File: src/hdl/kii_defs.vh
// Constants for the key input interrupt detector
`ifndef KII_DEFS_VH
`define KII_DEFS_VH

`define KII_ADDR_W 22
`define KII_DATA_W 32
`define KII_NCH 10
`define KII_NREG 6

// Register indices; byte address is four times the index
`define KII_IDX_EN_HIGH 20'hFFF36
`define KII_IDX_EN_LOW 20'hFFF37
`define KII_IDX_CTRL 20'hFFF38
`define KII_IDX_STATUS 20'hFFF39
`define KII_IDX_MASK 20'hFFF3A
`define KII_IDX_PINS 20'hFFF3B

// One-hot select positions
`define KII_SEL_EN_HIGH 0
`define KII_SEL_EN_LOW 1
`define KII_SEL_CTRL 2
`define KII_SEL_STATUS 3
`define KII_SEL_MASK 4
`define KII_SEL_PINS 5

// Enable register write format
`define KII_WR_BITOP 31
`define KII_WR_BITVAL 8
`define KII_WR_BITIDX_HI 2
`define KII_EN_HIGH_W 2

// Field positions
`define KII_CTRL_EDGE 0
`define KII_STAT_REQ 0
`define KII_STAT_LEVEL 1
`define KII_MASK_REQ 0

// Reset values
`define KII_EN_RESET 8'h00
`define KII_CTRL_RESET 1'b0
`define KII_MASK_RESET 1'b1

`endif

File: src/hdl/kii_sync.v
// Two-stage synchroniser for a group of asynchronous inputs
`timescale 1ns/1ps
module kii_sync #(
  parameter W = 10
) (
  // Clock and reset
  input wire CLK,
  input wire NRST,
  // Data
  input wire [W-1:0] D_ASYNC,
  output wire [W-1:0] Q_SYNC
);

  genvar i;
  generate
    for (i = 0; i < W; i = i + 1) begin : g_bit
      reg meta_q;
      reg sync_q;
      // First stage feeds only the second stage
      always @(posedge CLK or negedge NRST) begin
        if (!NRST) begin
          meta_q <= 1'b0;
          sync_q <= 1'b0;
        end else begin
          meta_q <= D_ASYNC[i];
          sync_q <= meta_q;
        end
      end
      assign Q_SYNC[i] = sync_q;
    end
  endgenerate

endmodule // kii_sync

File: src/hdl/kii_apb.v
// APB address decode and phase strobes
`timescale 1ns/1ps
`include "kii_defs.vh"
module kii_apb (
  // APB request
  input wire PSEL,
  input wire PENABLE,
  input wire PWRITE,
  input wire [`KII_ADDR_W-1:0] PADDR,
  // Decoded strobes
  output wire SETUP,
  output wire ACC_WR,
  output wire ACC_RD,
  output wire [`KII_NREG-1:0] SEL,
  output wire UNMAPPED
);

  function [`KII_NREG-1:0] decode;
    input [`KII_ADDR_W-1:0] addr;
    begin
      decode = {`KII_NREG{1'b0}};
      if (addr[1:0] == 2'h0) begin
        decode[`KII_SEL_EN_HIGH] = (addr[`KII_ADDR_W-1:2] == `KII_IDX_EN_HIGH);
        decode[`KII_SEL_EN_LOW] = (addr[`KII_ADDR_W-1:2] == `KII_IDX_EN_LOW);
        decode[`KII_SEL_CTRL] = (addr[`KII_ADDR_W-1:2] == `KII_IDX_CTRL);
        decode[`KII_SEL_STATUS] = (addr[`KII_ADDR_W-1:2] == `KII_IDX_STATUS);
        decode[`KII_SEL_MASK] = (addr[`KII_ADDR_W-1:2] == `KII_IDX_MASK);
        decode[`KII_SEL_PINS] = (addr[`KII_ADDR_W-1:2] == `KII_IDX_PINS);
      end
    end
  endfunction

  assign SEL = decode(PADDR);
  assign UNMAPPED = ~|SEL;
  assign SETUP = PSEL & ~PENABLE;
  assign ACC_WR = PSEL & PENABLE & PWRITE;
  assign ACC_RD = PSEL & PENABLE & ~PWRITE;

endmodule // kii_apb

File: src/hdl/kii_top.v
// Key input interrupt detector with APB register access
//
// Register access over APB was left to the implementer.
`timescale 1ns/1ps
`include "kii_defs.vh"
module kii_top (
  // Clock and reset
  input wire CLK,
  input wire NRST,
  // APB slave
  input wire PSEL,
  input wire PENABLE,
  input wire PWRITE,
  input wire [`KII_ADDR_W-1:0] PADDR,
  input wire [`KII_DATA_W-1:0] PWDATA,
  input wire [3:0] PSTRB,
  output wire PREADY,
  output wire [`KII_DATA_W-1:0] PRDATA,
  output wire PSLVERR,
  // Key inputs
  input wire [`KII_NCH-1:0] KEY_PINS,
  // Interrupt controller side
  input wire INT_ACK,
  output wire KEY_IRQ,
  output wire KEY_LEVEL,
  // Port pins left to general use
  output wire [`KII_NCH-1:0] GPIO_FREE
);

  // Decoded bus strobes
  wire setup;
  wire acc_wr;
  wire acc_rd;
  wire [`KII_NREG-1:0] sel;
  wire unmapped;

  // Synchronised pins
  wire [`KII_NCH-1:0] pins_sync;

  // Register state
  reg [7:0] en_low_q;
  reg [7:0] en_low_d;
  reg [`KII_EN_HIGH_W-1:0] en_high_q;
  reg [`KII_EN_HIGH_W-1:0] en_high_d;
  reg edge_sel_q;
  reg mask_q;
  reg req_q;
  reg req_d;
  reg level_q;
  reg [`KII_DATA_W-1:0] prdata_q;
  reg [`KII_DATA_W-1:0] prdata_d;
  reg pslverr_q;

  // Detection terms
  wire [`KII_NCH-1:0] enables;
  wire [`KII_NCH-1:0] active;
  wire level_d;
  wire level_rise;
  wire wr_en_low;
  wire wr_en_high;
  wire [7:0] en_high_wr;
  wire wr_ctrl;
  wire wr_mask;
  wire rd_status;

  // Byte write, or a single-bit write selected by the bit-op flag
  function [7:0] apply_write;
    input [7:0] old;
    input [`KII_DATA_W-1:0] wdata;
    reg [7:0] res;
    begin
      res = old;
      if (wdata[`KII_WR_BITOP]) begin
        res[wdata[`KII_WR_BITIDX_HI:0]] = wdata[`KII_WR_BITVAL];
      end else begin
        res = wdata[7:0];
      end
      apply_write = res;
    end
  endfunction

  kii_apb u_apb (
    .PSEL(PSEL),
    .PENABLE(PENABLE),
    .PWRITE(PWRITE),
    .PADDR(PADDR),
    .SETUP(setup),
    .ACC_WR(acc_wr),
    .ACC_RD(acc_rd),
    .SEL(sel),
    .UNMAPPED(unmapped)
  );

  // Key switches are asynchronous and bounce
  kii_sync #(
    .W(`KII_NCH)
  ) u_sync (
    .CLK(CLK),
    .NRST(NRST),
    .D_ASYNC(KEY_PINS),
    .Q_SYNC(pins_sync)
  );

  // Zero-wait slave; read data is latched in the setup cycle
  assign PREADY = 1'b1;
  assign PRDATA = prdata_q;
  assign PSLVERR = pslverr_q;

  // Byte lane 0 carries the low data byte; lane 3 carries the bit-op flag
  assign wr_en_low = acc_wr & sel[`KII_SEL_EN_LOW] & (PSTRB[0] | PWDATA[`KII_WR_BITOP]);
  assign wr_en_high = acc_wr & sel[`KII_SEL_EN_HIGH] & (PSTRB[0] | PWDATA[`KII_WR_BITOP]);
  assign wr_ctrl = acc_wr & sel[`KII_SEL_CTRL] & PSTRB[0];
  assign wr_mask = acc_wr & sel[`KII_SEL_MASK] & PSTRB[0];
  assign rd_status = acc_rd & sel[`KII_SEL_STATUS];

  always @* begin
    en_low_d = en_low_q;
    if (wr_en_low) begin
      en_low_d = apply_write(en_low_q, PWDATA);
    end
  end

  // Only two implemented bits; bit writes above them are dropped
  assign en_high_wr = apply_write({6'h00, en_high_q}, PWDATA);

  always @* begin
    en_high_d = en_high_q;
    if (wr_en_high) begin
      en_high_d = en_high_wr[`KII_EN_HIGH_W-1:0];
    end
  end

  always @(posedge CLK or negedge NRST) begin
    if (!NRST) begin
      en_low_q <= `KII_EN_RESET;
      en_high_q <= 2'h0;
      edge_sel_q <= `KII_CTRL_RESET;
      mask_q <= `KII_MASK_RESET;
    end else begin
      en_low_q <= en_low_d;
      en_high_q <= en_high_d;
      if (wr_ctrl) begin
        edge_sel_q <= PWDATA[`KII_CTRL_EDGE];
      end
      if (wr_mask) begin
        mask_q <= PWDATA[`KII_MASK_REQ];
      end
    end
  end

  // Detection
  assign enables = {en_high_q, en_low_q};
  // Edge select 0 means low active, 1 means high active
  assign active = edge_sel_q ? pins_sync : ~pins_sync;
  assign level_d = |(active & enables);
  // Only a rise of the combined level fires, so a second pin cannot re-trigger
  assign level_rise = level_d & ~level_q;

  always @(posedge CLK or negedge NRST) begin
    if (!NRST) begin
      level_q <= 1'b0;
    end else begin
      level_q <= level_d;
    end
  end

  // Pending request: a new event in the clearing cycle wins
  always @* begin
    req_d = req_q;
    if (INT_ACK | rd_status) begin
      req_d = 1'b0;
    end
    if (level_rise) begin
      req_d = 1'b1;
    end
  end

  always @(posedge CLK or negedge NRST) begin
    if (!NRST) begin
      req_q <= 1'b0;
    end else begin
      req_q <= req_d;
    end
  end

  // Mask starts set so enable-time spurious requests stay hidden
  assign KEY_IRQ = req_q & ~mask_q;
  assign KEY_LEVEL = level_q;
  assign GPIO_FREE = ~enables;

  // Read data mux
  always @* begin
    prdata_d = {`KII_DATA_W{1'b0}};
    case (1'b1)
      sel[`KII_SEL_EN_LOW]: begin
        prdata_d[7:0] = en_low_q;
      end
      sel[`KII_SEL_EN_HIGH]: begin
        prdata_d[`KII_EN_HIGH_W-1:0] = en_high_q;
      end
      sel[`KII_SEL_CTRL]: begin
        prdata_d[`KII_CTRL_EDGE] = edge_sel_q;
      end
      sel[`KII_SEL_STATUS]: begin
        prdata_d[`KII_STAT_REQ] = req_q;
        prdata_d[`KII_STAT_LEVEL] = level_q;
      end
      sel[`KII_SEL_MASK]: begin
        prdata_d[`KII_MASK_REQ] = mask_q;
      end
      sel[`KII_SEL_PINS]: begin
        prdata_d[`KII_NCH-1:0] = pins_sync;
      end
      default: begin
        prdata_d = {`KII_DATA_W{1'b0}};
      end
    endcase
  end

  always @(posedge CLK or negedge NRST) begin
    if (!NRST) begin
      prdata_q <= {`KII_DATA_W{1'b0}};
      pslverr_q <= 1'b0;
    end else if (setup) begin
      prdata_q <= PWRITE ? {`KII_DATA_W{1'b0}} : prdata_d;
      pslverr_q <= unmapped;
    end
  end

endmodule // kii_top

File: config.mk
export PLATFORM = sky130hd
export DESIGN_NAME = kii_top
export DESIGN_NICKNAME = d
export VERILOG_FILES = /design/src/hdl/kii_sync.v /design/src/hdl/kii_apb.v /design/src/hdl/kii_top.v
export VERILOG_INCLUDE_DIRS = /design/src /design/src/hdl
export SDC_FILE = /design/constraint.sdc
export NUM_CORES = 1
export LEC_CHECK = 0
export BUFFER_PORTS_ARGS = -buffer_cell sky130_fd_sc_hd__buf_2
export CORE_ASPECT_RATIO = 1.5
export CORE_MARGIN = 2
export CORE_UTILIZATION = 30
export CTS_CLUSTER_SIZE = 25
export DETAILED_ROUTE_END_ITERATION = 8
export PLACE_DENSITY = 0.55
export SYNTH_ARGS = -nofsm -noshare
export SYNTH_HDL_FRONTEND = slang
export SYNTH_SLANG_ARGS = --single-unit
File: constraint.sdc
create_clock -name CLK -period 1.9 [get_ports CLK]
set_input_delay 0.19 -clock CLK [delete_from_list [all_inputs] [get_ports CLK]]
set_output_delay 0.19 -clock CLK [all_outputs]
set_load 0.1 [all_outputs]
# After elaboration in Yosys (flattened, before gate mapping)
# Index checks and enable logic that the tools add are counted.
[word_totals]
regBits = 67
input_bits = 74
out_inout_bits = 46
[classes]
magnitude_cmp = 2
n_eq_ne = 6
mux = 35
bitwise_logic = 24
n_reduce_logical = 6
[op_table]
columns = ["cell", "n"]
rows = [
  ["== test 20 bit (second input constant)", 6],
  ["2-to-1 mux 6 bit", 7],
  ["2-to-1 mux 10 bit", 2],
  ["NOT 10 bit", 2],
  ["bitwise mux 8 bit", 2],
  ["bitwise AND 1 bit", 15],
  ["2-to-1 mux 1 bit", 15],
  ["2-to-1 mux 2 bit", 7],
  ["bitwise AND 10 bit", 1],
  ["OR reduction 10 bit", 1],
  ["2-to-1 mux 8 bit", 1],
  ["OR reduction 6 bit", 1],
  ["less-than comparator 3 x 4 -> 1 bit (second input constant)", 1],
  ["NOT 1 bit", 4],
  ["demux 1 bit (select 3 bit)", 1],
  ["greater-or-equal comparator 3 x 1 -> 1 bit (second input constant)", 1],
  ["logical NOT 2 bit", 1],
  ["bitwise OR 1 bit", 2],
  ["nonzero test 2 bit", 1],
  ["logical AND 1 bit", 1],
  ["logical NOT 1 bit", 1],
]

# Longest topological paths before layout
# Gate-level depths: netlist of the first run.
[depth]
depth_word = 9
depth_mapped = 7

# Cells and area by module
# Synthesis of the first run repeated with hierarchy kept, for this count alone.
[hier_totals]
cells_unflattened = 237
area_unflattened_um2 = 2433.6
[modules_own_cells]
columns = ["module", "n_inst", "cells_per_inst", "area_each_um2"]
rows = [
  ["kii_top", 1, 182, 1670.4],
  ["kii_sync", 1, 30, 575.6],
  ["kii_apb", 1, 25, 187.7],
]

# Least setup slack after synthesis of the first run
# No wires, ideal clock.
[synth_path]
kind = "flip-flop to flip-flop"
startpoint = "register en_high_q[0]"
endpoint = "register req_q"
arrival_ns = 1.952
t_required_ns = 1.735
slack_ns = -0.217
path_stages_with_launch = 6
n_path_buf = 0
path_cell_list = "dfrtp_1 -> inv_1 -> o22ai_1 -> or4_1 -> o21ai_0 -> o21ai_0"
[synth_via]
elab_chain_cells = 4
word_cells_on_any_way = 5
cone_classes = "mux (1); bitwise (2); reduce/logical (2)"
[synth_lines]
columns = ["item", "line_no", "source"]
rows = [
  ["start: declaration", "kii_top.v:43", "reg [`KII_EN_HIGH_W-1:0] en_high_q;"],
  ["start signal: assignment", "kii_top.v:141", "en_high_q <= en_high_d;"],
  ["bitwise AND 10 bit (*)", "kii_top.v:155", "assign level_d = |(active & enables);"],
  ["OR reduction 10 bit (*)", "kii_top.v:155", ""],
  ["bitwise AND 1 bit (*)", "kii_top.v:157", "assign level_rise = level_d & ~level_q;"],
  ["2-to-1 mux 1 bit / nonzero test 2 bit (equally long branches)", "--", ""],
  ["end signal: assignment", "kii_top.v:182", "req_q <= req_d;"],
  ["end: declaration", "kii_top.v:47", "reg req_q;"],
]
# Mark *: on every way between the ends. The rest lies on a longest branch, timed or not.
# A chain may end at the register's enable or synchronous reset.

# Worst setup path after layout of the first run
[layout_path]
startpoint = "register en_low_q[1]"
endpoint = "register req_q"
[layout_via]
elab_chain_cells = 4
word_cells_on_any_way = 5
cone_classes = "mux (1); bitwise (2); reduce/logical (2)"
[layout_lines]
columns = ["item", "line_no", "source"]
rows = [
  ["start: declaration", "kii_top.v:41", "reg [7:0] en_low_q;"],
  ["start signal: assignment", "kii_top.v:135", "en_low_q <= `KII_EN_RESET;"],
  ["start signal: assignment", "kii_top.v:140", "en_low_q <= en_low_d;"],
  ["bitwise AND 10 bit (*)", "kii_top.v:155", ""],
  ["OR reduction 10 bit (*)", "kii_top.v:155", ""],
  ["bitwise AND 1 bit (*)", "kii_top.v:157", ""],
  ["2-to-1 mux 1 bit / nonzero test 2 bit (equally long branches)", "--", ""],
]
# Marks and branches as above.

==> results_dict.tcl, run 1 <==
set metrics [dict create \
    finalWirelength_um 6160 \
    cp-end-kind "flip-flop" \
    p_leak_nw 1.35 \
    finalSetupViolCount 0 \
    cp.depth 5 \
    hold_buffers 2 \
    final_nets 386 \
    grt_setup_unrepaired "no" \
    start_util 0.313 \
    yosysSeqAreaShare 0.471 \
    required_ns 2.06 \
    cts_max_level 2 \
    stdcell_count 415 \
    syn_area_um2 2390 \
    fillers 785 \
    drive_above_1_share 0.348 \
    vias 2021 \
    min_period_over_period 0.871 \
    synth.most_common_cell "dfrtp_1" \
    use_met2 0.246 \
    drv_cap 0 \
    grt_pass1_wl_um 9360 \
    r2r_start "en_low_q[1]" \
    p_seq_frac 0.438 \
    fmax_mhz 604 \
    worst-path-buf-inv 1 \
    portBuffers 71 \
    start_kind "flip-flop" \
    synthTopCellsByCount "dfrtp_1 (44), buf_4 (23), inv_1 (16)" \
    holdWs_ns -0.0103 \
    reg2reg_slack_ns 0.24 \
    cts_tree "built" \
    p_clk_frac 0.376 \
    overflow 0 \
    crit_path_top_delay_cell "or4_1" \
    synth_top_area_share 0.460 \
    power.share.switching 0.320 \
    clkTransAtPathRegs_ns 0.07 \
    hold_viol_final 8 \
    setup_tns_ns 0 \
    yosys-top-cells-area "dfrtp_1 (46%), buf_4 (7.2%), nor4_4 (2.7%)" \
    post_cts_buffers 0 \
    vias_per_cell 4.87 \
    crit_top_cell "o21ai_0" \
    r2r_cells 5 \
    rr_endpoint "req_q" \
    p_sw_uw 731 \
    pwr-share-comb 0.186 \
    async_flop_share 1.00 \
    synth_top_flop_cell "dfrtp_1" \
    fp-row-count 39 \
    synthCells 234 \
    status "finished with violations" \
    ant_nets 0 \
    fp.dieW_um 77.0 \
    fp.coreArea_um2 7660 \
    avgSynthCellArea_um2 10.2 \
    place_hpwl_um 4750 \
    ys_ff_latch 45 \
    wire_per_inst_um 14.8 \
    drc 0 \
    die_height_um 113 \
    track_usage 0.140 \
    io_pins 120 \
    synth_cell_types 51 \
    arrival_ns 1.82 \
    die-area_um2 8730 \
    grt_max_degree 36 \
    path_delay_family "simple AND/OR/NAND/NOR gates" \
    p_int_mw 1.56 \
    clkLatencyLatePin_ns 0.29 \
    place_inst 405 \
    numCtsBuffers 5 \
    synth_area_leader_cell "dfrtp_1" \
    dr.pass1.iters 5 \
    worst_slew_margin_rel 0.462 \
    violations "negative hold slack" \
    hp-class "input pin to asynchronous set/reset pin" \
    finalClockSkew_ns 0.00847 \
    top_usage_layer "met2" \
    antenna_found_initial 0 \
    clock_sinks 45 \
    synth-edff-count 0 \
    clockBufferDepth 2 \
    crit_chain "clkinvlp_4 -> o22ai_1 -> or4_1 -> o21ai_0 -> o21ai_0" \
    p_per_area_nw_per_um2 764 \
    cpPeakStageDelay_ns 0.49 \
    use_met3 0.0293 \
    area_delta_synth_final_pct 24.9 \
    antennaDiodeCount 0 \
    drtIter0Drc 113 \
    cts_root_buffer "clkbuf_16" \
    place.gp.congestion 0.819 \
    grt_pass1_vias 1869 \
    period_needed_ns 1.66 \
    worst_slew_pin_slew_ns 0.807 \
    gr-usage-met1 0.165 \
    cts-resized-gates 0 \
    critical_path_class "flip-flop to flip-flop" \
    ir_worst_vdd_uv 486 \
    maxSlewViolCount 0 \
    ys_warn_count 0 \
    crit_path_max_fanout 4 \
]
## kinds of logic (layout without fill, tap and decap cells)
| kind of cell | after synthesis | count (layout) | synth area share |
|---|---|---|---|
| buffers and inverters | 45 | 103 | 0.111 |
| XOR/XNOR | 2 | 2 | 0.00732 |
| multiplexers | 6 | 6 | 0.0313 |
| other | 2 | 23 | 0.00314 |
| flip-flops | 45 | 45 | 0.471 |
| AND/OR/NAND/NOR | 79 | 79 | 0.225 |
| AO/OA/AOI/OAI | 55 | 55 | 0.152 |
## layout by cell type, fill, tap and decap left out, types with 3 or more instances in the layout
cell type   Yosys  layout
a21oi_1        11      11
a221o_1         6       6
a22o_1          4       4
a22oi_1         3       3
a31oi_1         6       6
and2_1          7       7
buf_2           2      71
buf_4          23       6
clkbuf_16       0       5
clkinvlp_4      0      10
conb_1          2      23
dfrtp_1        44      44
inv_1          16       8
mux2i_1         3       3
nand2_1        11      11
nand2b_1        3       3
nand3_1         4       4
nand4_1         6       6
nand4b_1        3       3
nor2_1         14      14
nor2b_1         3       3
nor3_1          4       4
nor4_4          3       3
o21ai_0        12      12
o22ai_1         6       6
## flip-flops by register name (all words and copies together) (netlist names)
| signal | cells |
|---|---|
| en_high_q | 2 |
| mask_q | 1 |
| edge_sel_q | 1 |
| u_sync.g_bit.meta_q | 10 |
| en_low_q | 8 |
| PRDATA | 10 |
| u_sync.g_bit.sync_q | 10 |
| PSLVERR | 1 |
| KEY_LEVEL | 1 |
| req_q | 1 |
## power by group through the flow
stage / logic (mW) / clock network [mW] / registers [mW]
5_1_grt: 0.449 / 0.917 / 1.00
3_3_place_gp: 0.421 / 0 / 1.02
2_1_floorplan: 0.328 / 0 / 1.04
4_1_cts: 0.427 / 0.880 / 1.00
3_5_place_dp: 0.423 / 0 / 1.02
6_report: 0.426 / 0.859 / 1.00
## worst max path at each step
stage	end	from
after floorplan	KEY_IRQ	req_q
after global placement	en_high_q[0]	PADDR[1]
after detailed placement	PRDATA[1]	PADDR[1]
after CTS	req_q	en_low_q[1]
after global routing	req_q	en_high_q[0]
final	req_q	en_low_q[1]
## worst register-to-register path: cells and delay by family (launching register included)
kind	cells	cell delay [ns]
compound gates	3	0.46
simple gates	1	0.49
buf+inv	1	0.12
flops	1	0.46
## layout make-up
type                            instances  area (um^2)  area share
Clock buffer                            6          129      0.0431
Multi-Input combinational cell        165         1080       0.362
Timing Repair Buffer                   79          420       0.141
Clock inverter                          2         15.0     0.00502
Inverter                               16         90.1      0.0301
Tap cell                              102          128      0.0427
Sequential cell                        45         1130       0.377
## per-stage QoR
step	setup WS [ns]	hold WS, ns	total power, mW	instance area (um^2)	util
3_5_place_dp	0.237	0.300	1.44	2830	0.369
4_1_cts	0.239	0.00316	2.31	2990	0.390
2_1_floorplan	0.0182	-0.106	1.37	2500	-
6_report	0.245	-0.0103	2.29	2990	0.390
5_1_grt	0.166	0.00252	2.37	2990	0.390
3_3_place_gp	0.230	0.299	1.44	2830	0.369
## per-layer routing
metal / share of wire / routed length (um)
met4: 0.020 / 126
met5: 0 / 0
met2: 0.51 / 3140
met1: 0.40 / 2450
met3: 0.073 / 447
Power figures use the tool's default switching activity.
==> run 2: changes to the inputs <==
CAP_MARGIN = 20   (was not set)
SYNTH_HIERARCHICAL = 1   (was not set)
==> run 2 against run 1 <==
Against the previous run: the run now ends clean; setup slack got worse by 0.12 ns; final cell count is 2.4% higher; synthesized cell count is 1.3% higher; clock power rose by 3.0%; critical path type is now input pin to flip-flop; clock-buffer cell count unchanged; total power decreased by 2.2%; utilization grew 0.57 points; clock skew is 0.0029 ns lower; maximum frequency down 6.9%; first-iteration DRC count decreased by 25%; critical path depth rose by 4; largest cell class unchanged.
==> results_dict.tcl, run 2 <==
set metrics [dict create \
    maxSlewViolCount 0 \
    fp-row-count 40 \
    vias_per_cell 4.59 \
    place.gp.congestion 0.777 \
    overflow 0 \
    grt_pass1_vias 1914 \
    synthTopCellsByCount "dfrtp_1 (44), buf_4 (34), inv_1 (16)" \
    arrival_ns 1.95 \
    place_hpwl_um 4620 \
    route.met3.wl_um 358 \
    syn_area_um2 2430 \
    io_pins 120 \
    final_cell_mix "buf_2 (70), dfrtp_1 (44), conb_1 (23), buf_4 (23), inv_1 (16)" \
    fp.coreArea_um2 7960 \
    track_usage 0.137 \
    worst_slew_margin_rel 0.546 \
    mostFrequentLayoutCell "buf_2" \
    die-area_um2 8860 \
    portBuffers 71 \
    p_leak_nw 1.46 \
    start_kind "input pin" \
    clockBufferDepth 2 \
    fillers 806 \
    ys_warn_count 6 \
    wire_per_inst_um 14.1 \
    cp-end-kind "flip-flop" \
    dp_slack_ns -0.219 \
    yosysSeqAreaShare 0.463 \
    hold_viol_final 0 \
    synth_top_flop_cell "dfrtp_1" \
    synth_area_leader_cell "dfrtp_1" \
    antenna_found_initial 0 \
    p_per_area_nw_per_um2 710 \
    finalSetupViolCount 0 \
    period_needed_ns 1.78 \
    layout_setup_ws_ns 0.121 \
    numCtsBuffers 5 \
    worst_slew_pin_slew_ns 0.682 \
    drv_cap 0 \
    vias 1952 \
    drtIter0Drc 85 \
    async_flop_share 1.00 \
    clkTransAtPathRegs_ns 0.06 \
    top_layer "met4" \
    cts_tree "built" \
    cts_root_buffer "clkbuf_16" \
    critical_path_class "input pin to flip-flop" \
    fp.dieW_um 77.5 \
    min_period_over_period 0.936 \
    antennaDiodeCount 0 \
    finalWirelength_um 6000 \
    yosys-top-cells-area "dfrtp_1 (45%), buf_4 (10%), a21oi_1 (3.1%)" \
    ys_ff_latch 45 \
    ir_worst_vdd_uv 459 \
    drive_above_1_share 0.406 \
    fmax_mhz 562 \
    multi_input_area_um2 1120 \
    finalClockSkew_ns 0.00561 \
    place_area_um2 2920 \
    hp-class "input pin to flip-flop" \
    synthCells 237 \
    regArea_um2 1130 \
    wl_met2_um 3110 \
    avgSynthCellArea_um2 10.3 \
    synth.most_common_cell "dfrtp_1" \
    required_ns 2.07 \
    crit_path_max_fanout 4 \
    area_delta_synth_final_pct 29.5 \
    dr.pass1.iters 4 \
    synth_cell_types 48 \
    drc 0 \
    synth_top_area_share 0.452 \
    final_nets 393 \
    cts_max_level 2 \
    status "completed" \
    clock_sinks 45 \
    die_height_um 114 \
    grt_pass1_wl_um 9520 \
    synth-edff-count 0 \
    ant_nets 0 \
    start_util 0.306 \
    clkLatencyLatePin_ns 0.28 \
    grt_max_degree 31 \
    postLayoutCellArea_um2 3150 \
    drt-met1-wl_um 2400 \
]
run 2: cell types whose count changed after synthesis, moves of 5 or more:
cell | previous run | this run
a221o_1 | 6 | 0
nor2_1 | 14 | 6
and2_1 | 7 | 0
xnor2_1 | 2 | 8
buf_4 | 23 | 34
a22oi_1 | 3 | 10
o2bb2ai_1 | 0 | 6
a31oi_1 | 6 | 1
run 2: worst max-delay path: stages:
cell      delay, ns
buf_6          0.09
and4bb_1       0.30
nand4_4        0.16
buf_4          0.17
nor3_1         0.35
and2b_2        0.26
a22oi_1        0.15
o31ai_1        0.10
a22o_1         0.18
run 2: final cells by class:
class / count / share of cell area
Clock buffer: 6 / 0.0441
Clock inverter: 2 / 0.00556
Inverter: 16 / 0.0191
Multi-Input combinational cell: 155 / 0.356
Sequential cell: 45 / 0.358
Tap cell: 105 / 0.0417
Timing Repair Buffer: 96 / 0.176
run 2: logic make-up after synthesis:
group | Yosys count | synth area share
compound gates | 60 | 0.167
xor+xnor | 10 | 0.0360
buf+inv | 58 | 0.147
flops | 45 | 0.463
mux | 7 | 0.0319
other cells | 2 | 0.00309
simple gates | 55 | 0.152
run 2: final timing paths:
check / endpoint / cells past startpoint / start / slack, ns
setup / recovery: PRDATA[1] / 9 / PADDR[0] / 0.12
hold / removal: u_sync/g_bit[5].meta_q / 1 / KEY_PINS[5] / 0.01
setup reg to reg: KEY_LEVEL / 4 / edge_sel_q / 0.32
hold reg to reg: u_sync/g_bit[4].sync_q / 0 / u_sync/g_bit[4].meta_q / 0.35
max in group asynchronous: u_sync/g_bit[0].meta_q / 3 / NRST / 0.79
min in group asynchronous: en_high_q[1] / 2 / NRST / 0.49
run 2: timing repair:
item	in CTS	in global routing
buffers inserted	0	1
setup endpoints to repair	0	11
hold buffers	1	1
gates resized for setup	0	8
endpoints found under the hold margin	27	1
run 2: where the power goes:
part / switching, mW / internal [mW]
sequential: 0.0114 / 0.980
combinational: 0.284 / 0.0765
clock: 0.355 / 0.530
run 2: per-layer routing:
metal / up-vias / track usage
li1: 947 / -
met1: 917 / 0.153
met2: 80 / 0.249
met3: 8 / 0.0323
met4: 0 / 0.0571
met5: - / 0
run 2: per-stage QoR:
step	hold WS, ns	instances	util	total power, mW	setup TNS, ns
3_3_place_gp	0.262	414	0.366	1.36	-2.57
2_1_floorplan	-0.106	258	-	1.31	-0.0975
3_5_place_dp	0.271	414	0.366	1.36	-2.72
6_report	0.00982	425	0.396	2.24	0
5_1_grt	0.000471	425	0.396	2.34	-0.0805
4_1_cts	0.00202	423	0.387	2.27	0
==> run 3: changes to the inputs <==
ABC_AREA = 1   (was not set)
REMOVE_ABC_BUFFERS = 1   (was not set)
==> run 3 against run 2 <==
Against the previous run: the run now ends with negative hold slack left; utilization fell by 2.6 points; sequential share of layout area is 0.67 points higher; area after synthesis rose by 5.3%; synthesized cell count up 43%; first-iteration DRC count grew 21%; combinational power up 13%; register-to-register slack better by 0.14 ns; sequential cell count did not move; hold slack lost 0.042 ns; maximum frequency is 24% higher; die area up 5.1%; largest cell class unchanged; highest routed layer unchanged.
==> results_dict.tcl, run 3 <==
set metrics [dict create \
    crit_path_max_fanout 11 \
    post_cts_buffers 0 \
    fp.coreArea_um2 8360 \
    mostFrequentLayoutCell "nand2_1" \
    worst_slew_pin_slew_ns 0.764 \
    utilization 0.370 \
    ant_nets 0 \
    grt_max_degree 37 \
    drive_above_1_share 0.252 \
    start_kind "flip-flop" \
    period_needed_ns 1.44 \
    cpPeakStageDelay_ns 0.51 \
    regArea_um2 1130 \
    ys_warn_count 6 \
    arrival_ns 1.61 \
    overflow 0 \
    multi_input_area_um2 1040 \
    clock_sinks 45 \
    ys_ff_latch 45 \
    drc 0 \
    worst_slew_margin_rel 0.491 \
    avgSynthCellArea_um2 7.54 \
    hold_viol_final 33 \
    p_per_area_nw_per_um2 815 \
    fp-row-count 41 \
    wire_per_inst_um 11.1 \
    drtIter0Drc 103 \
    drt-met1-wl_um 2290 \
    worst-path-buf-inv 1 \
    final_nets 481 \
    postLayoutCellArea_um2 3090 \
    track_usage 0.133 \
    top_layer "met4" \
    synth.most_common_cell "nand2_1" \
    place_inst 505 \
    finalClockSkew_ns 0.00409 \
    finalWirelength_um 5710 \
    maxSlewViolCount 0 \
    clkLatencyLatePin_ns 0.29 \
    min_period_over_period 0.755 \
    stdcell_count 515 \
    cts_max_level 2 \
    wl_met2_um 2990 \
    die_height_um 117 \
    crit_top_cell "nand2_1" \
    synth-edff-count 0 \
    cts_tree "built" \
    reg2reg_slack_ns 0.46 \
    dr.pass1.iters 4 \
    holdWs_ns -0.0318 \
    yosys-top-cells-area "dfrtp_1 (43%), nand2_1 (13%), buf_4 (10%)" \
    fmax_mhz 697 \
    syn_area_um2 2560 \
    path_delay_family "simple AND/OR/NAND/NOR gates" \
    yosysSeqAreaShare 0.440 \
    synth_cell_types 24 \
    fillers 895 \
    hp-class "input pin to asynchronous set/reset pin" \
    grt_setup_unrepaired "no" \
    p_leak_nw 1.66 \
    vias_per_cell 4.35 \
    synth_top_flop_cell "dfrtp_1" \
    drv_cap 0 \
    synth_top_area_share 0.430 \
    fp.dieW_um 79.5 \
    io_pins 120 \
    grt_pass1_wl_um 9580 \
    numCtsBuffers 5 \
    place.gp.congestion 0.878 \
    place_hpwl_um 4690 \
    route.met3.wl_um 278 \
    crit_chain "inv_2 -> nand2_1 -> nand3_1 -> nand2_1 -> nor2_1 -> nand3_1 -> nand2_1 -> nand2_1" \
    start_util 0.306 \
    cts_root_buffer "clkbuf_16" \
    synthCells 340 \
    async_flop_share 1.00 \
    synthTopCellsByCount "nand2_1 (88), dfrtp_1 (44), inv_1 (44)" \
    cp-end-kind "flip-flop" \
    clockBufferDepth 2 \
    setup_tns_ns 0 \
    critical_path_class "flip-flop to flip-flop" \
    clkTransAtPathRegs_ns 0.06 \
    die-area_um2 9310 \
    crit_path_top_delay_cell "dfrtp_1" \
    place_area_um2 2880 \
    grt_pass1_vias 2128 \
    ir_worst_vdd_uv 308 \
    required_ns 2.08 \
    antennaDiodeCount 0 \
    finalSetupViolCount 0 \
    vias 2242 \
    violations "negative hold slack" \
    final_cell_mix "nand2_1 (88), buf_2 (71), dfrtp_1 (44), inv_1 (44)" \
    synth_area_leader_cell "dfrtp_1" \
    area_delta_synth_final_pct 20.8 \
    portBuffers 71 \
    status "finished with violations" \
    antenna_found_initial 0 \
]
## run 3: worst paths after layout
path / start / end / cells past startpoint
max in group asynchronous: NRST / u_sync/g_bit[3].sync_q / 2
worst max-delay path: edge_sel_q / req_q / 8
min in group CLK: KEY_PINS[5] / u_sync/g_bit[5].meta_q / 1
worst max register to register: edge_sel_q / req_q / 8
worst min-delay path: NRST / u_sync/g_bit[0].meta_q / 1
worst min register to register: u_sync/g_bit[3].meta_q / u_sync/g_bit[3].sync_q / 0
## run 3: layout make-up
type	count	area share
timing repair buffer	79	0.136
multi-input combinational	229	0.337
clock inverter	3	0.0222
inverter	47	0.0570
sequential	45	0.364
clock buffer	5	0.0404
tap	107	0.0433
## run 3: worst reg2reg max path, cell delays in order, from the launching register on
cell	delay, ns
dfrtp_1	0.51
inv_2	0.21
nand2_1	0.07
nand3_1	0.09
nand2_1	0.05
nor2_1	0.13
nand3_1	0.14
nand2_1	0.08
nand2_1	0.04
## run 3: layer usage
layer | vias to the layer above | track usage
met3 | 11 | 0.0261
met1 | 1009 | 0.143
met2 | 70 | 0.244
li1 | 1152 | -
met5 | - | 0
met4 | 0 | 0.0678
## run 3: logic make-up after synthesis
| family | count (synthesis) | synth area share |
|---|---|---|
| and+or+nand+nor | 155 | 0.267 |
| buffers and inverters | 87 | 0.184 |
| AOI/OAI and AO/OA | 51 | 0.106 |
| DFF | 45 | 0.440 |
| other | 2 | 0.00293 |
## run 3: through the flow
step                total power [mW]  hold slack [ns]  setup slack (ns)
detailed placement              1.42            0.300             0.247
global placement                1.42            0.299             0.261
finish                          2.52          -0.0318             0.465
CTS                             2.55          0.00122             0.444
floorplan                       1.32           -0.106           -0.0609
global route                    2.62          0.00161             0.317
## run 3: what timing repair did
item | 4_1_cts | 5_1_grt
gates resized for setup | 0 | 0
hold buffers | 1 | 1
hold endpoints to repair | 1 | 1
## run 3: power breakdown
group / switching [mW] / total [mW] / internal (mW)
clock network: 0.358 / 1.12 / 0.757
logic: 0.336 / 0.407 / 0.0708
registers: 0.0140 / 0.999 / 0.985
total: 0.708 / 2.52 / 1.81
